### src/rtl/dio_pkg.sv
// constants and types shared by both ends of the 24-channel bit i/o link
package dio_pkg;

  localparam int IO_ADDR_W = 10;
  localparam int PORT_W = 8;
  localparam int PORT_N = 3;
  localparam int CHAN_N = 24;
  localparam int SEL_W = 5;
  localparam int SYNC_N = CHAN_N + SEL_W + 1;

  // byte offsets inside the four-byte window
  localparam logic [1:0] OFS_PORT_LOW = 2'h0;
  localparam logic [1:0] OFS_PORT_MID = 2'h1;
  localparam logic [1:0] OFS_PORT_HIGH = 2'h2;
  localparam logic [1:0] OFS_STATUS = 2'h3;
  localparam logic [IO_ADDR_W-1:0] BASE_DEFAULT = 10'h300;
  localparam int PEND_BIT = 0;

  // reset values
  localparam logic [CHAN_N-1:0] DRIVE_N_RST = 24'hFFFFFF;
  localparam logic [PORT_W-1:0] RDATA_RST = 8'h00;
  localparam logic [PORT_W-1:0] UNCLAIMED_RDATA = 8'hFF;

  // timing
  localparam int CLK_PERIOD_NS = 4;
  localparam int PULSE_MIN_NS = 2000;
  localparam int PULSE_MIN_CYC = PULSE_MIN_NS / CLK_PERIOD_NS;
  localparam int FILT_CYC = PULSE_MIN_CYC / 4;
  localparam int FILT_W = 7;

  // host controller wishbone map
  localparam int WB_ADR_W = 8;
  localparam logic [WB_ADR_W-1:0] WB_OFS_ADDR = 8'h00;
  localparam logic [WB_ADR_W-1:0] WB_OFS_WDATA = 8'h04;
  localparam logic [WB_ADR_W-1:0] WB_OFS_CTRL = 8'h08;
  localparam logic [WB_ADR_W-1:0] WB_OFS_STATUS = 8'h0C;
  localparam logic [WB_ADR_W-1:0] WB_OFS_RDATA = 8'h10;
  localparam int CTRL_WR_BIT = 0;
  localparam int CTRL_RD_BIT = 1;
  localparam int STAT_BUSY_BIT = 0;
  localparam int STAT_IRQ_BIT = 1;

  typedef enum logic [1:0] {
    H_IDLE = 2'b01,
    H_WAIT = 2'b10
  } host_state_t;

endpackage

### src/rtl/io_bus_if.sv
// 8-bit i/o bus between host controller and bit i/o device
`timescale 1ns/100ps
interface io_bus_if;
  import dio_pkg::*;
  logic [IO_ADDR_W-1:0] addr;
  logic [PORT_W-1:0] wdata;
  logic wr;
  logic rd;
  logic [PORT_W-1:0] rdata;
  logic rvalid;
  logic irq;

  modport dev (
    input addr,
    input wdata,
    input wr,
    input rd,
    output rdata,
    output rvalid,
    output irq
  );

  modport host (
    output addr,
    output wdata,
    output wr,
    output rd,
    input rdata,
    input rvalid,
    input irq
  );
endinterface

### src/rtl/dio_device.sv
// 24-channel open-drain bit i/o device with level-edge interrupt
`timescale 1ns/100ps
module dio_device
  import dio_pkg::*;
#(
  parameter logic [IO_ADDR_W-1:0] BASE_ADDR = BASE_DEFAULT
) (
  input wire logic clk_i,
  input wire logic rst_i,
  io_bus_if.dev bus,
  input wire logic [CHAN_N-1:0] pin_i,
  output logic [CHAN_N-1:0] pin_o,
  output logic [CHAN_N-1:0] pin_oe_n_o,
  input wire logic [SEL_W-1:0] irq_sel_i,
  input wire logic high_to_low_trigger_option_i
);

  // ---- input synchronisers ----
  // pins and option straps all come from outside the clock domain

  logic [SYNC_N-1:0] raw;
  logic [SYNC_N-1:0] s1_q;
  logic [SYNC_N-1:0] s2_q;
  logic [SYNC_N-1:0] s3_q;
  logic [SYNC_N-1:0] stable_q;

  assign raw = {high_to_low_trigger_option_i, irq_sel_i, pin_i};

  genvar gi;
  generate
    for (gi = 0; gi < SYNC_N; gi++) begin : g_sync
      always_ff @(posedge clk_i) begin
        if (rst_i) begin
          s1_q[gi] <= 1'b1;
          s2_q[gi] <= 1'b1;
          s3_q[gi] <= 1'b1;
          stable_q[gi] <= 1'b1;
        end else begin
          s1_q[gi] <= raw[gi];
          s2_q[gi] <= s1_q[gi];
          s3_q[gi] <= s2_q[gi];
          // change accepted only when the two later stages agree
          if (s2_q[gi] == s3_q[gi]) begin
            stable_q[gi] <= s3_q[gi];
          end
        end
      end
    end
  endgenerate

  logic [CHAN_N-1:0] pin_lvl;
  logic [SEL_W-1:0] sel;
  logic high_to_low;

  assign pin_lvl = stable_q[CHAN_N-1:0];
  assign sel = stable_q[CHAN_N+SEL_W-1:CHAN_N];
  assign high_to_low = stable_q[SYNC_N-1];

  // ---- address decode ----

  logic hit;
  logic [1:0] ofs;
  logic wr_hit;
  logic rd_hit;

  assign hit = bus.addr[IO_ADDR_W-1:2] == BASE_ADDR[IO_ADDR_W-1:2];
  assign ofs = bus.addr[1:0];
  assign wr_hit = bus.wr & hit;
  assign rd_hit = bus.rd & hit;

  // ---- output latches ----
  // held inverted so the open-drain enable is itself the flip-flop;
  // there is no direction register, a cleared latch simply lets the
  // pull-up and any external driver decide the pin

  logic [CHAN_N-1:0] drive_n_q;
  logic [CHAN_N-1:0] pin_out_q;

  genvar gp;
  generate
    for (gp = 0; gp < PORT_N; gp++) begin : g_port
      always_ff @(posedge clk_i) begin
        if (rst_i) begin
          drive_n_q[gp*PORT_W +: PORT_W] <=
            DRIVE_N_RST[gp*PORT_W +: PORT_W];
        end else if (wr_hit && ofs == 2'(gp)) begin
          // a 1 bit enables the sink, a 0 bit releases the pin
          drive_n_q[gp*PORT_W +: PORT_W] <= ~bus.wdata;
        end
      end
    end
  endgenerate

  // the pin level is only ever pulled low, never driven high
  always_ff @(posedge clk_i) begin
    if (rst_i) begin
      pin_out_q <= '0;
    end else begin
      pin_out_q <= '0;
    end
  end

  assign pin_oe_n_o = drive_n_q;
  assign pin_o = pin_out_q;

  // ---- level-edge interrupt detector ----

  logic src_valid;
  logic src_lvl;
  logic [CHAN_N-1:0] src_hot;
  logic active;
  logic [FILT_W-1:0] filt_q;
  logic fire;
  logic pend_q;
  logic stat_clr;

  // selections 24..31 mean no source channel
  assign src_valid = sel < SEL_W'(CHAN_N);
  // one compare per channel, so no index can run past the pin vector
  genvar gc;
  generate
    for (gc = 0; gc < CHAN_N; gc++) begin : g_src
      assign src_hot[gc] = pin_lvl[gc] && sel == SEL_W'(gc);
    end
  endgenerate

  assign src_lvl = |src_hot;

  // idle high means active low, and the other way round
  always_comb begin
    if (!src_valid) begin
      active = 1'b0;
    end else if (high_to_low) begin
      active = ~src_lvl;
    end else begin
      active = src_lvl;
    end
  end

  // short noise filter; a quarter of the shortest pulse keeps 2 us safe
  always_ff @(posedge clk_i) begin
    if (rst_i) begin
      filt_q <= '0;
    end else if (!active) begin
      filt_q <= '0;
    end else if (filt_q != FILT_W'(FILT_CYC - 1)) begin
      filt_q <= filt_q + FILT_W'(1);
    end
  end

  // stays high for as long as the source holds its active level
  assign fire = active && filt_q == FILT_W'(FILT_CYC - 1);

  assign stat_clr = wr_hit && ofs == OFS_STATUS;

  // set wins over clear, so a source still active keeps requesting
  always_ff @(posedge clk_i) begin
    if (rst_i) begin
      pend_q <= 1'b0;
    end else if (fire) begin
      pend_q <= 1'b1;
    end else if (stat_clr) begin
      pend_q <= 1'b0;
    end
  end

  assign bus.irq = pend_q;

  // ---- read path ----
  // reads see the pin through the synchroniser, so a fresh write shows
  // up in the read-back about four cycles later

  logic [PORT_W-1:0] rdata_q;
  logic rvalid_q;
  logic [PORT_W-1:0] rd_mux;

  always_comb begin
    rd_mux = UNCLAIMED_RDATA;
    if (hit) begin
      unique case (ofs)
        OFS_PORT_LOW: rd_mux = ~pin_lvl[0 +: PORT_W];
        OFS_PORT_MID: rd_mux = ~pin_lvl[PORT_W +: PORT_W];
        OFS_PORT_HIGH: rd_mux = ~pin_lvl[2*PORT_W +: PORT_W];
        OFS_STATUS: begin
          rd_mux = 8'h00;
          rd_mux[PEND_BIT] = pend_q;
        end
      endcase
    end
  end

  // every read is answered; outside the window the bus floats high
  always_ff @(posedge clk_i) begin
    if (rst_i) begin
      rdata_q <= RDATA_RST;
      rvalid_q <= 1'b0;
    end else begin
      rvalid_q <= bus.rd;
      if (rd_hit) begin
        rdata_q <= rd_mux;
      end else if (bus.rd) begin
        rdata_q <= UNCLAIMED_RDATA;
      end
    end
  end

  assign bus.rdata = rdata_q;
  assign bus.rvalid = rvalid_q;

endmodule

### src/flat_wrapper.sv
// flat-port wrapper written by rule: the top's interface ports become plain ports
module dio_device_flat import dio_pkg::*;
#(
  parameter logic [IO_ADDR_W-1:0] BASE_ADDR = BASE_DEFAULT
)
  (clk_i, rst_i, pin_i, pin_o, pin_oe_n_o, irq_sel_i, high_to_low_trigger_option_i, bus_addr, bus_wdata, bus_wr, bus_rd, bus_rdata, bus_rvalid, bus_irq);
  io_bus_if bus_i ();
  input wire logic clk_i;
  input wire logic rst_i;
  input wire logic [CHAN_N-1:0] pin_i;
  output logic [CHAN_N-1:0] pin_o;
  output logic [CHAN_N-1:0] pin_oe_n_o;
  input wire logic [SEL_W-1:0] irq_sel_i;
  input wire logic high_to_low_trigger_option_i;
  input wire logic [$bits(bus_i.addr)-1:0] bus_addr;
  input wire logic [$bits(bus_i.wdata)-1:0] bus_wdata;
  input wire logic [$bits(bus_i.wr)-1:0] bus_wr;
  input wire logic [$bits(bus_i.rd)-1:0] bus_rd;
  output wire logic [$bits(bus_i.rdata)-1:0] bus_rdata;
  output wire logic [$bits(bus_i.rvalid)-1:0] bus_rvalid;
  output wire logic [$bits(bus_i.irq)-1:0] bus_irq;
  assign bus_i.addr = bus_addr;
  assign bus_i.wdata = bus_wdata;
  assign bus_i.wr = bus_wr;
  assign bus_i.rd = bus_rd;
  assign bus_rdata = bus_i.rdata;
  assign bus_rvalid = bus_i.rvalid;
  assign bus_irq = bus_i.irq;
  dio_device #(.BASE_ADDR(BASE_ADDR)) u_core (.clk_i(clk_i), .rst_i(rst_i), .bus(bus_i), .pin_i(pin_i), .pin_o(pin_o), .pin_oe_n_o(pin_oe_n_o), .irq_sel_i(irq_sel_i), .high_to_low_trigger_option_i(high_to_low_trigger_option_i));
endmodule
### config.mk
export PLATFORM = sky130hd
export DESIGN_NAME = dio_device_flat
export DESIGN_NICKNAME = d
export VERILOG_FILES = /design/src/rtl/dio_pkg.sv /design/src/rtl/io_bus_if.sv /design/src/rtl/dio_device.sv /design/src/flat_wrapper.sv
export SDC_FILE = /design/constraint.sdc
export NUM_CORES = 1
export LEC_CHECK = 0
export ABC_CLOCK_PERIOD_IN_PS = 2200
export BUFFER_PORTS_ARGS = -buffer_cell sky130_fd_sc_hd__buf_2
export CAP_MARGIN = 20
export CORE_MARGIN = 2
export CORE_UTILIZATION = 55
export DETAILED_ROUTE_END_ITERATION = 8
export HOLD_SLACK_MARGIN = 0.15
export PLACE_DENSITY = 0.79
export SLEW_MARGIN = 20
export SYNTH_ARGS = -nofsm -noshare
export SYNTH_HDL_FRONTEND = slang
export SYNTH_SLANG_ARGS = --single-unit
export TNS_END_PERCENT = 100
### constraint.sdc
create_clock -name clk_i -period 2.2 [get_ports clk_i]
set_clock_uncertainty 0.05 [all_clocks]
set_input_delay 0.22 -clock clk_i [delete_from_list [all_inputs] [get_ports clk_i]]
set_output_delay 0.22 -clock clk_i [all_outputs]
set_load 0.005 [all_outputs]
After elaboration in Yosys (flattened, before gate mapping):

Index checks and enable logic that the tools add are counted.

* flip-flop bits (word level): 161

* $add $sub $neg: 1
* reductions and logical operators: 35
* bitwise gates (word level): 8
* multiplexer cells: 8
* magnitude comparators: 1
* eq/ne operators: 59

Operators by type and width (count)
* == test 5 x 4 -> 1 bit, second input constant: 8
* == test 5 bit, second input constant: 8
* NOT 8 bit: 4
* one-hot mux 8 bit (4 select lines): 1
* == test 1 bit: 30
* logical AND 1 bit: 29
* two-way mux 8 bit: 3
* OR reduction 24 bit: 1
* == test 5 x 3 -> 1 bit, second input constant: 4
* == test 5 x 2 -> 1 bit, second input constant: 2
* == test 8 bit, second input constant: 1
* adder 7 x 1 -> 7 bit, second input constant: 1
* == test 7 bit, second input constant: 1
* inequality test 7 bit, second input constant: 1
* == test 5 x 1 -> 1 bit, second input constant: 1
* zero test 5 bit: 1
* < comparator 5 bit, second input constant: 1
* == test 2 bit, second input constant: 2
* two-way mux 1 bit: 4
* nonzero test 2 bit: 2
* AND 1 bit: 2
* == test 2 x 1 -> 1 bit, second input constant: 1
* zero test 2 bit: 1
* NOT 1 bit: 2
* OR reduction 2 bit: 1

Logic depth before layout (Yosys ltp):

* depth in word-level cells: 8
* mapped depth: 8
* gate-level depth less buffers: 7

Worst setup path after synthesis:

OpenSTA, ideal clock, no wires.

* path kind: reg-to-reg
* start point: reg u_core.stable_q[25], in the netlist u_core.sel[1]
* end point: reg u_core.filt_q[1]
* cell stages (with the launch flop): 7
* buffers on the path: 2
* arrival time: 1616 ps
* setup time: 72 ps
* clock period less this slack: 1737 ps
* data required time: 2078 ps
* path slack: 463 ps
* cell sequence: dfxtp_1 -> buf_6 -> mux4_1 -> o2111ai_1 -> o21a_1 -> buf_6 -> mux2i_1

* longest elaborated chain between the ends: 8
* elaborated cells on any way between the ends: 55
* classes of those cells: 1 x order compare; 23 x eq/ne; 2 x mux; 2 x bitwise; 27 x reduce/logical

Ends and longest elaborated chain
* from (decl): RTL line dio_device.sv:25 `logic [SYNC_N-1:0] stable_q;`
* from (signal, indexed assignment): RTL line dio_device.sv:44 `stable_q[gi] <= s3_q[gi];`
* == test 5 x 1 -> 1 bit, or another cell as far along: RTL line dio_device.sv:123 `assign src_hot[gc] = pin_lvl[gc] && sel == SEL_W'(gc);`
* logical AND 1 bit: RTL line dio_device.sv:123
* OR reduction 24 bit: RTL line dio_device.sv:127 `assign src_lvl = |src_hot;`
* NOT 1 bit: RTL line dio_device.sv:134 `active = ~src_lvl;`
* two-way mux 1 bit: RTL line dio_device.sv:133 `end else if (high_to_low) begin`
* two-way mux 1 bit (*): RTL line dio_device.sv:131 `if (!src_valid) begin`
* NOT 1 bit (no source line) (*)
* OR reduction 2 bit (no source line) (*)
* to (signal assigned): RTL line dio_device.sv:147 `filt_q <= filt_q + FILT_W'(1);`
* to (decl): RTL line dio_device.sv:112 `logic [FILT_W-1:0] filt_q;`

Mark *: on every way between the ends. The rest lies on a longest branch, timed or not.
A chain may end at the register's enable or synchronous reset.

Worst setup path after layout:

* start point: reg u_core.stable_q[24], in the netlist u_core.sel[0]
* end point: reg u_core.filt_q[1]

Same word-level chain as after synthesis.

==> metrics.md <==
| Metric | Value |
|---|---|
| Initial Util | 0.5645 |
| CP Data Required Time | 2590 ps |
| Die height | 106.9 microns |
| CTS Sinks | 161 |
| Slew Limit Fails | 0 |
| Yosys reg bits | 161 |
| HP Class | in -> reg |
| Cell Int Power | 0.004708 W |
| N_diodes | 0 |
| Yosys top cell by area | dfxtp_1 |
| Final min period | 2093 ps |
| CTS Root Cell | clkbuf_8 |
| # Max-Cap Violations | 0 |
| Startpoint types | flop |
| 1st-pass router iterations | 6 |
| Top FF cell, synth | dfxtp_1 |
| Max Fclk | 0.4778 GHz |
| Setup TNS | 0 ps |
| Largest net degree at the start of global routing | 51 |
| Fillers | 753 |
| Grt total ovfl | 0 |
| Post-synth EDFFs | 0 |
| Most frequent cells in the layout | dfxtp_1, or2_2, buf_2, nor2_1, dlygate4sd3_1 |
| Non-Filler Instances | 858 |
| Clock Path Buffers | 2 |
| Class of the most critical setup path | reg -> reg |
| Via density | 4.998 |
| Status | finished clean |
| CTS tree | done |
| Overall routed net length | 11220 microns |
| RSZ-0062 raised after global routing | false |
| Vias | 4288 |
| Final setup viols | 0 |
| Initial antenna violation count | 0 |
| Worst-margin pin slew | 538.8 ps |
| Ys Warns | 0 |
| Vias in the first global route | 4050 |
| CP arrival | 2480 ps |
| Area delta synth->final | 24.69% |
| Drt drc | 0 |
| H-tree levels | 4 |
| Final core utilization | 0.7039 |
| Cell Rows | 37 |
| Total track usage | 0.2029 |
| P_leak | 3.090 nW |
| Pwr per Cell Area | 828.9 nW/um^2 |
| Skew-Pair Late Insertion Delay | 520 ps |
| Final nets | 763 |
| Sequential Power Share | 0.503 |
| DRT iter0 DRCs | 195 |
| Crit end category | flop |
| Share of cells above drive strength 1 | 0.3089 |
| Post-CTS Setup Bufs | 0 |
| P_sw | 0.001316 W |
| Ys async rst share | 0 |
| Register area share after synthesis | 0.5530 |
| Combinational share of power | 0.045 |
| Yosys top cell area share | 0.5530 |
| First-pass GRT wire length | 18360 microns |
| Maximum vdd ir drop | 0.5343 mV |
| Crit path max fanout | 12 |
| Cts bufs inserted | 17 |
| CTS clk-pin slew, worst paths | 60 ps |
| Antenna Nets Post-Route | 0 |
| Die area | 11440 sq um |
| Crit share post-route | 0.9514 |
| Clock share of power | 0.452 |
| Io pins | 110 |
| Final Hold Viols | 0 |
| Relative slew slack | 0.6375 |
| Final HPWL DP | 7219 microns |
| CORE AREA | 10320 sq um |
| Most common cell after layout, fill and taps aside | dfxtp_1 |
| Post-Syn Area | 5828 sq um |
| Avg WL per Cell | 13.07 microns |
| Cells after Synth | 583 |
| GP Congestion | 0.8569 |
| Switching Fraction | 0.2184 |
| Synth area leaders | dfxtp_1, or2_2, nor2_1 |
| Hold_ws | 274.3 ps |
| Synth unique cells | 43 |
| Mean post-synth cell area | 9.997 sq um |
| IO buf count | 85 |
| DP Cell Count | 777 |
| Die width | 106.9 microns |
[power by group through the flow]
| stage | registers (W) | clock network (W) | logic (W) |
|---|---|---|---|
| 2_1_floorplan | 0.00308 | 0 | 0.000160 |
| 3_3_place_gp | 0.00309 | 0 | 0.000200 |
| 3_5_place_dp | 0.00309 | 0 | 0.000206 |
| 4_1_cts | 0.00303 | 0.00277 | 0.000270 |
| 5_1_grt | 0.00304 | 0.00289 | 0.000301 |
| 6_report | 0.00303 | 0.00272 | 0.000270 |
[cell families (layout without fill, tap and decap cells)]
group	Yosys count	count (layout)	synth area share
buffers and inverters	63	179	0.06204
AOI/OAI and AO/OA	107	107	0.1292
other	1	24	0.0006434
DFF	161	161	0.5530
adders and majority gates	2	2	0.004293
muxes	26	26	0.05131
xor gates and xnor gates	4	4	0.006012
and+or+nand+nor	219	219	0.1934
[synthesized netlist by cell type (3+ instances only)]
| cell | number |
|---|---|
| dfxtp_1 | 161 |
| or2_2 | 91 |
| nor2_1 | 74 |
| a21oi_1 | 32 |
| o21bai_1 | 31 |
| buf_4 | 26 |
| a211o_1 | 24 |
| clkbuf_1 | 22 |
| nand2_1 | 21 |
| mux2i_1 | 16 |
| nor3_1 | 9 |
| inv_1 | 8 |
| mux2_2 | 8 |
| nand3_1 | 8 |
| o22ai_1 | 7 |
| buf_2 | 4 |
| buf_6 | 3 |
| nor2b_1 | 3 |
[stage by stage]
step	worst slack [ps]	total power (W)	cell area, sq um
4_1_cts	75.20	0.006070	7266
3_3_place_gp	187.2	0.003291	6218
6_report	106.9	0.006023	7267
2_1_floorplan	462.9	0.003245	5914
3_5_place_dp	87.13	0.003300	6218
5_1_grt	17.79	0.006232	7267
[area by class of cell]
cell class / count / area [sq um] / share of cell area
flip-flops and latches: 161 / 3224 / 0.4437
multi-input cells: 382 / 2330 / 0.3206
repair buffers: 139 / 955.9 / 0.1315
clock buffers: 20 / 435.4 / 0.05992
well taps: 136 / 170.2 / 0.02342
clock inverters: 12 / 121.4 / 0.01670
inverters: 8 / 30.03 / 0.004132
[registers in the layout (all words and copies together) (netlist names)]
register / cells
u_core.pin_lvl: 24
u_core.bus.rdata: 8
u_core.high_to_low: 1
u_core.bus.irq: 1
u_core.filt_q: 7
u_core.pin_oe_n_o: 24
u_core.s2_q: 30
u_core.sel: 5
u_core.s3_q: 30
u_core.s1_q: 30
u_core.bus.rvalid: 1
[layer usage]
layer  vias to the layer above  wire length [microns]  track usage
met1                      1966                   4937       0.2392
met5                         -                      0            0
met4                         0                    125      0.07328
li1                       2172                      -            -
met3                        16                    559      0.04559
met2                       134                   5592       0.3612
[repair_timing]
item                                    CTS  global route
hold endpoints to repair                 70             0
resized for setup                         0             1
hold buffers                             49             0
endpoints found under the setup margin    0             8
[final timing paths]
check	slack, ps	depth (start not counted)	start	endpoint
worst max-delay path	110	5	u_core.sel[0]	u_core.filt_q[1]
worst min register to register	360	1	u_core.s1_q[22]	u_core.s2_q[22]
worst min-delay path	270	5	bus_addr[4]	u_core.bus.rdata[3]
worst max register to register	110	5	u_core.sel[0]	u_core.filt_q[1]
[worst max-delay path, stage by stage (launching register included)]
cell	delay, ps
dfxtp_1	560
mux2i_1	320
o32ai_2	110
nor4_1	280
o21a_1	440
mux2i_1	250
No activity file was read; power rests on OpenSTA's default activity.
